==> config.mk <==
export PLATFORM = sky130hd
export DESIGN_NAME = ext_irq_input_logic
export DESIGN_NICKNAME = d
export VERILOG_FILES = /design/src/rtl/ext_irq_pkg.sv /design/src/rtl/pin_sync.sv /design/src/rtl/irq_channel.sv /design/src/rtl/ext_irq_input_logic.sv
export SDC_FILE = /design/constraint.sdc
export NUM_CORES = 1
export LEC_CHECK = 0
export BUFFER_PORTS_ARGS = -buffer_cell sky130_fd_sc_hd__buf_4
export CAP_MARGIN = 10
export CELL_PAD_IN_SITES_DETAIL_PLACEMENT = 1
export CELL_PAD_IN_SITES_GLOBAL_PLACEMENT = 1
export CORE_ASPECT_RATIO = 0.8
export CORE_MARGIN = 8
export CORE_UTILIZATION = 39
export DETAILED_ROUTE_END_ITERATION = 8
export PLACE_DENSITY = 0.79
export SYNTH_ARGS = -nofsm -noshare
export SYNTH_HDL_FRONTEND = slang
export SYNTH_SLANG_ARGS = --single-unit
==> constraint.sdc <==
create_clock -name sys_clk_i -period 2 [get_ports sys_clk_i]
set_clock_uncertainty 0.2 [all_clocks]
set_input_delay 0.2 -clock sys_clk_i [delete_from_list [all_inputs] [get_ports sys_clk_i]]
set_output_delay 0.2 -clock sys_clk_i [all_outputs]
set_load 0.02 [all_outputs]
==> src/rtl/ext_irq_pkg.sv <==
// Purpose: Shared constants for the external interrupt input logic.
// Assumes: 8-bit special-function-register bus, 8-pin port 0.
// Notes:   Every offset and field position lives here; the pending-flag reset value of 0 sits in irq_channel.

package ext_irq_pkg;

    // ********************************************************
    // Register addresses
    // ********************************************************
    localparam logic [7:0] CFG_ADDR = 8'he4;  // ext_irq_pin_config
    localparam logic [7:0] TIMER_CONTROL_REG_ADDR = 8'h88; // timer_control_reg, low nibble held here

    // ********************************************************
    // ext_irq_pin_config fields
    // ********************************************************
    localparam logic [7:0] CFG_RESET = 8'h01;
    localparam int A_SEL_LSB = 0;
    localparam int B_SEL_LSB = 4;
    localparam int SEL_W = 3;
    localparam int A_POL_BIT = 3;
    localparam int B_POL_BIT = 7;

    // ********************************************************
    // timer_control_reg fields owned by this block
    // ********************************************************
    localparam int A_MODE_BIT = 0;
    localparam int A_PEND_BIT = 1;
    localparam int B_MODE_BIT = 2;
    localparam int B_PEND_BIT = 3;
    localparam logic [1:0] MODE_RESET = 2'h0;

    // ********************************************************
    // Widths and timing
    // ********************************************************
    localparam int PORT_W = 8;
    localparam int SYNC_STAGES = 2;
    localparam logic [7:0] RDATA_RESET = 8'h00;

endpackage

==> src/rtl/pin_sync.sv <==
// Purpose: Two-stage synchroniser for a group of asynchronous pins.
// Assumes: Pins change slowly compared with the system clock.
// Notes:   First stage is read only by the second stage.

`timescale 1ns/1ps
`default_nettype none

module pin_sync #(
    parameter int WIDTH = 8
) (
    // Clock and reset
    input wire logic sys_clk_i,
    input wire logic rstn_i,
    // Pins in, synchronised copy out
    input wire logic [WIDTH-1:0] pins_i,
    output logic [WIDTH-1:0] pins_sync_o
);

    logic [WIDTH-1:0] meta_r;
    logic [WIDTH-1:0] meta_nxt;
    logic [WIDTH-1:0] stable_r;
    logic [WIDTH-1:0] stable_nxt;

    // Next values of both stages
    always_comb begin
        meta_nxt = pins_i;
        stable_nxt = meta_r;
    end

    // Registers; metastable stage feeds nothing but the stable stage
    always_ff @(posedge sys_clk_i) begin
        if (!rstn_i) begin
            meta_r <= '0;
            stable_r <= '0;
        end else begin
            meta_r <= meta_nxt;
            stable_r <= stable_nxt;
        end
    end

    assign pins_sync_o = stable_r;

endmodule

`default_nettype wire

==> src/rtl/irq_channel.sv <==
// Purpose: One external interrupt input: pin select, polarity, sense, pending flag.
// Assumes: Pins arrive already synchronised to sys_clk_i.
// Notes:   Changing polarity or pin in edge mode can itself look like an edge.

`timescale 1ns/1ps
`default_nettype none

module irq_channel
    import ext_irq_pkg::*;
(
    // Clock and reset
    input wire logic sys_clk_i,
    input wire logic rstn_i,
    // Synchronised port pins and configuration
    input wire logic [PORT_W-1:0] pins_sync_i,
    input wire logic [SEL_W-1:0] pin_select_i,
    input wire logic polarity_i,
    input wire logic edge_mode_i,
    // Core side: vector acknowledge and software write of the flag
    input wire logic ack_i,
    input wire logic sw_wr_i,
    input wire logic sw_val_i,
    // State out
    output logic pending_o,
    output logic active_o,
    output logic edge_o
);

    logic prev_r;
    logic prev_nxt;
    logic pend_r;
    logic pend_nxt;
    logic raw;

    // Pick the pin and apply polarity; a low-active pin is inverted here
    always_comb begin
        raw = pins_sync_i[pin_select_i];
        active_o = polarity_i ? raw : ~raw;
        edge_o = active_o & ~prev_r;
    end

    // Next flag value; an edge beats both the acknowledge and a software clear
    always_comb begin
        prev_nxt = active_o;
        pend_nxt = pend_r;
        if (edge_mode_i) begin
            if (sw_wr_i) begin
                pend_nxt = sw_val_i;
            end else if (ack_i) begin
                pend_nxt = 1'b0;
            end
            if (edge_o) begin
                pend_nxt = 1'b1;
            end
        end else begin
            pend_nxt = active_o;
        end
    end

    // Registers
    always_ff @(posedge sys_clk_i) begin
        if (!rstn_i) begin
            prev_r <= 1'b0;
            pend_r <= 1'b0;
        end else begin
            prev_r <= prev_nxt;
            pend_r <= pend_nxt;
        end
    end

    assign pending_o = pend_r;

endmodule

`default_nettype wire

==> src/rtl/ext_irq_input_logic.sv <==
// Purpose: Front end for two external interrupt inputs taken from port-0 pins.
// Assumes: Single-cycle register bus; ack pulses come from the core's vectoring.
// Notes:   Only the low nibble of timer_control_reg lives here; upper bits read 0.

`timescale 1ns/1ps
`default_nettype none

module ext_irq_input_logic
    import ext_irq_pkg::*;
(
    // Clock and reset
    input wire logic sys_clk_i,
    input wire logic rstn_i,
    // Special-function-register bus
    input wire logic [7:0] sfr_addr_i,
    input wire logic sfr_wr_i,
    input wire logic sfr_rd_i,
    input wire logic [7:0] sfr_wdata_i,
    output logic [7:0] sfr_rdata_o,
    // Port 0 pins, observed only
    input wire logic [PORT_W-1:0] port0_pins_i,
    // Core interrupt side
    input wire logic irq_a_ack_i,
    input wire logic irq_b_ack_i,
    output logic irq_a_pending_o,
    output logic irq_b_pending_o
);

    // ********************************************************
    // Declarations
    // ********************************************************
    logic [7:0] cfg_r;
    logic [7:0] cfg_nxt;
    logic [1:0] mode_r;
    logic [1:0] mode_nxt;
    logic [7:0] rdata_r;
    logic [7:0] rdata_nxt;
    logic [PORT_W-1:0] pins_sync;
    logic cfg_wr;
    logic timer_control_reg_wr;
    logic irq_a_edge_mode;
    logic irq_b_edge_mode;
    logic irq_a_polarity;
    logic irq_b_polarity;
    logic [SEL_W-1:0] irq_a_pin_select;
    logic [SEL_W-1:0] irq_b_pin_select;
    logic a_active;
    logic b_active;
    logic a_edge;
    logic b_edge;
    logic [7:0] timer_control_reg_view;

    // ********************************************************
    // Field decode
    // ********************************************************
    // Address decode for the two registers held here
    assign cfg_wr = sfr_wr_i && (sfr_addr_i == CFG_ADDR);
    assign timer_control_reg_wr = sfr_wr_i && (sfr_addr_i == TIMER_CONTROL_REG_ADDR);

    // Configuration fields steering the channels
    assign irq_a_pin_select = cfg_r[A_SEL_LSB +: SEL_W];
    assign irq_b_pin_select = cfg_r[B_SEL_LSB +: SEL_W];
    assign irq_a_polarity = cfg_r[A_POL_BIT];
    assign irq_b_polarity = cfg_r[B_POL_BIT];
    assign irq_a_edge_mode = mode_r[0];
    assign irq_b_edge_mode = mode_r[1];

    // ********************************************************
    // Configuration and sense-mode registers
    // ********************************************************
    // Plain stores; the whole byte of the config register is read/write
    always_comb begin
        cfg_nxt = cfg_r;
        mode_nxt = mode_r;
        if (cfg_wr) begin
            cfg_nxt = sfr_wdata_i;
        end
        if (timer_control_reg_wr) begin
            mode_nxt = {sfr_wdata_i[B_MODE_BIT], sfr_wdata_i[A_MODE_BIT]};
        end
    end

    always_ff @(posedge sys_clk_i) begin
        if (!rstn_i) begin
            cfg_r <= CFG_RESET;
            mode_r <= MODE_RESET;
        end else begin
            cfg_r <= cfg_nxt;
            mode_r <= mode_nxt;
        end
    end

    // ********************************************************
    // Pin synchroniser
    // ********************************************************
    // All eight pins are synchronised so a pin change never needs a resync
    pin_sync #(
        .WIDTH(PORT_W)
    ) u_sync (
        .sys_clk_i(sys_clk_i),
        .rstn_i(rstn_i),
        .pins_i(port0_pins_i),
        .pins_sync_o(pins_sync)
    );

    // ********************************************************
    // Interrupt channels
    // ********************************************************
    // Input A channel
    irq_channel u_chan_a (
        .sys_clk_i(sys_clk_i),
        .rstn_i(rstn_i),
        .pins_sync_i(pins_sync),
        .pin_select_i(irq_a_pin_select),
        .polarity_i(irq_a_polarity),
        .edge_mode_i(irq_a_edge_mode),
        .ack_i(irq_a_ack_i),
        .sw_wr_i(timer_control_reg_wr),
        .sw_val_i(sfr_wdata_i[A_PEND_BIT]),
        .pending_o(irq_a_pending_o),
        .active_o(a_active),
        .edge_o(a_edge)
    );

    // Input B channel
    irq_channel u_chan_b (
        .sys_clk_i(sys_clk_i),
        .rstn_i(rstn_i),
        .pins_sync_i(pins_sync),
        .pin_select_i(irq_b_pin_select),
        .polarity_i(irq_b_polarity),
        .edge_mode_i(irq_b_edge_mode),
        .ack_i(irq_b_ack_i),
        .sw_wr_i(timer_control_reg_wr),
        .sw_val_i(sfr_wdata_i[B_PEND_BIT]),
        .pending_o(irq_b_pending_o),
        .active_o(b_active),
        .edge_o(b_edge)
    );

    // ********************************************************
    // Read path
    // ********************************************************
    // Low nibble of timer_control_reg as this block sees it
    always_comb begin
        timer_control_reg_view = 8'h00;
        timer_control_reg_view[A_MODE_BIT] = irq_a_edge_mode;
        timer_control_reg_view[A_PEND_BIT] = irq_a_pending_o;
        timer_control_reg_view[B_MODE_BIT] = irq_b_edge_mode;
        timer_control_reg_view[B_PEND_BIT] = irq_b_pending_o;
    end

    // Registered read data; unmapped addresses answer zero, idle holds last
    always_comb begin
        rdata_nxt = rdata_r;
        if (sfr_rd_i) begin
            if (sfr_addr_i == CFG_ADDR) begin
                rdata_nxt = cfg_r;
            end else if (sfr_addr_i == TIMER_CONTROL_REG_ADDR) begin
                rdata_nxt = timer_control_reg_view;
            end else begin
                rdata_nxt = 8'h00;
            end
        end
    end

    always_ff @(posedge sys_clk_i) begin
        if (!rstn_i) begin
            rdata_r <= RDATA_RESET;
        end else begin
            rdata_r <= rdata_nxt;
        end
    end

    assign sfr_rdata_o = rdata_r;
endmodule

`default_nettype wire

==> results.json <==
{
  "cp.required_ps": 2000,
  "start_util": 0.407,
  "crit_family": "multiplexers",
  "cts_tree": "built",
  "status": "complete, no violations",
  "grt_max_degree": 43,
  "cts_setup_buffers": 0,
  "critPathArrivalTime_ps": 1840,
  "hpwl_um": 2940,
  "synth_most_common_cell": "dfxtp_1",
  "worstSkewPairLatency_ps": 290,
  "crit_buf_inv": 0,
  "synth_common_cells": "dfxtp_1 (38), and2_1 (22), nor2b_1 (19), mux2i_1 (12)",
  "wire_per_inst_um": 15.9,
  "clockBufferDepth": 2,
  "cts_buffers": 5,
  "ys_warn_count": 0,
  "antenna_cells": 0,
  "die_h_um": 72.3,
  "yosys-top-cells-area": "dfxtp_1 (49%), and2_1 (8.9%), mux2i_1 (7.8%), nor2b_1 (7.7%), mux4_1 (6.8%)",
  "synth_top_area_cell": "dfxtp_1",
  "synth_flop_cell": "dfxtp_1",
  "root_buffer": "clkbuf_8",
  "setup_viol": 0,
  "finalCritPeriodShare": 0.921,
  "drt-initial-drc-count": 47,
  "drt_wl_total_um": 4000,
  "ir_drop_v": 0.000399,
  "dieArea_um2": 6250,
  "io_buffer_count": 39,
  "drc_errors": 0,
  "fin_ws_ps": 159,
  "io_pins": 40,
  "syn2layout_area_growth_pct": 42.0,
  "worstSetupPathType": "reg -> reg",
  "clk_pin_slew_worst_paths_ps": 70,
  "vias": 1221,
  "synth_top_area_frac": 0.492,
  "n_fill_cell": 419,
  "drt_pre_antenna_iters": 4,
  "cap_violations": 0,
  "seq_area_frac_synth": 0.492,
  "cts_resized": 0,
  "grtUsageTotal": 0.140,
  "gp_congestion": 0.771,
  "endpoint_kind": "register",
  "layout.nets": 226,
  "synth_area_per_cell_um2": 11.1,
  "fmax_mhz": 543,
  "dieWidth_um": 86.4,
  "cp_max_fo": 4,
  "fin_setup_tns_ps": 0,
  "synth_seq_cells": 38,
  "final_antenna_net_count": 0,
  "maxSlewHeadroom": 0.708,
  "h-tree-depth": 2,
  "core_area_um2": 3800,
  "cp_slowest_stage_delay_ps": 640,
  "final_max_slew_viol_count": 0,
  "first_global_vias": 1411,
  "via_per_inst": 4.85,
  "rows": 20,
  "synth-edff-count": 0,
  "ys_types": 20,
  "worstPathCellList": "mux4_1, mux2i_4, xor2_1, and2_1",
  "drive_gt1_frac": 0.269,
  "synthCells": 139,
  "rsz0062_at_grt": "no",
  "pre_cts_ws_ps": 109,
  "finalCriticalPeriod_ps": 1840,
  "grt_overflow": 0,
  "p_leak_nw": 0.953,
  "fin_hold_ws_ps": 51.6,
  "power.density_nw_per_um2": 785,
  "cts_sinks": 38,
  "antenna_found_initial": 0,
  "netlist_area_um2": 1550,
  "hold_buffers": 16,
  "worstSetupStartpointType": "register",
  "min_path_type": "in -> reg",
  "hold_viol": 0,
  "grt_first_pass_wirelength_um": 6720,
  "worst_path_max_delay_cell": "mux4_1",
  "async_flop_share": 0,
  "syn-num-nets": 169,
  "worst_slew_pin_slew_ps": 436
}
metrics by stage:
step	total power [mW]	cells	util	cell area (µm²)
after floorplan	0.849	139	-	1550
after global placement	0.908	228	0.498	1890
after detailed placement	0.915	228	0.498	1890
after CTS	1.74	252	0.577	2200
after global routing	1.79	252	0.577	2200
final	1.72	252	0.577	2200
final cells by class:
type | count | area, µm² | share of cell area
Inverter | 4 | 15.0 | 0.00684
Sequential cell | 38 | 761 | 0.346
Multi-Input combinational cell | 91 | 748 | 0.341
Clock inverter | 2 | 60.1 | 0.0274
Timing Repair Buffer | 56 | 460 | 0.210
Tap cell | 55 | 68.8 | 0.0313
Clock buffer | 6 | 82.6 | 0.0376
path summary, 6_finish.rpt:
path / endpoint / slack, ps / startpoint / depth (start not counted)
min reg2reg: u_sync.pins_sync_o[2] / 240 / u_sync.meta_r[2] / 1
max reg2reg: u_chan_b.prev_r / 160 / cfg_r[5] / 4
max: u_chan_b.prev_r / 160 / cfg_r[5] / 4
min: cfg_r[0] / 50 / rstn_i / 2
logic make-up after synthesis:
kind of cell           after synthesis  synth area share
AND/OR/NAND/NOR                     57             0.238
multiplexers                        18             0.175
XOR/XNOR                             2            0.0113
buffers and inverters               10            0.0243
AO/OA/AOI/OAI                       14            0.0599
flip-flops                          38             0.492
report_power, final:
group | total (mW) | switching [mW] | internal [mW] | leakage (nW)
logic | 0.137 | 0.0500 | 0.0865 | 0.570
registers | 0.785 | 0.00802 | 0.777 | 0.311
clock network | 0.803 | 0.271 | 0.532 | 0.0714
metal layers:
layer,vias to the layer above,track usage,wire length [µm]
met3,11,0.0655,277
met4,0,0.0686,123
met5,-,0,0
met2,41,0.240,1950
met1,575,0.141,1650
li1,594,-,-
flip-flops by register name (all words and copies together) (netlist names):
| signal | count |
|---|---|
| u_chan_a.pending_o | 1 |
| u_chan_b.prev_r | 1 |
| sfr_rdata_o | 8 |
| u_sync.meta_r | 8 |
| u_chan_a.prev_r | 1 |
| u_sync.pins_sync_o | 8 |
| u_chan_b.pending_o | 1 |
| mode_r | 2 |
| cfg_r | 8 |
cell usage in the layout, fill, tap and decap left out:
master / count
buf_4: 40
dfxtp_1: 38
and2_1: 22
nor2b_1: 19
dlygate4sd3_1: 16
mux2i_1: 12
nand2_1: 6
clkbuf_8: 6
a21oi_1: 4
inv_1: 4
a22oi_1: 4
o22ai_1: 4
mux4_1: 4
nand3_1: 3
nor4b_2: 2
mux2i_4: 2
nand4b_1: 2
o221ai_1: 2
xor2_1: 2
bufinv_16: 2
and4b_1: 1
and3_1: 1
nand3_2: 1
(Power assumes the default switching activity.)
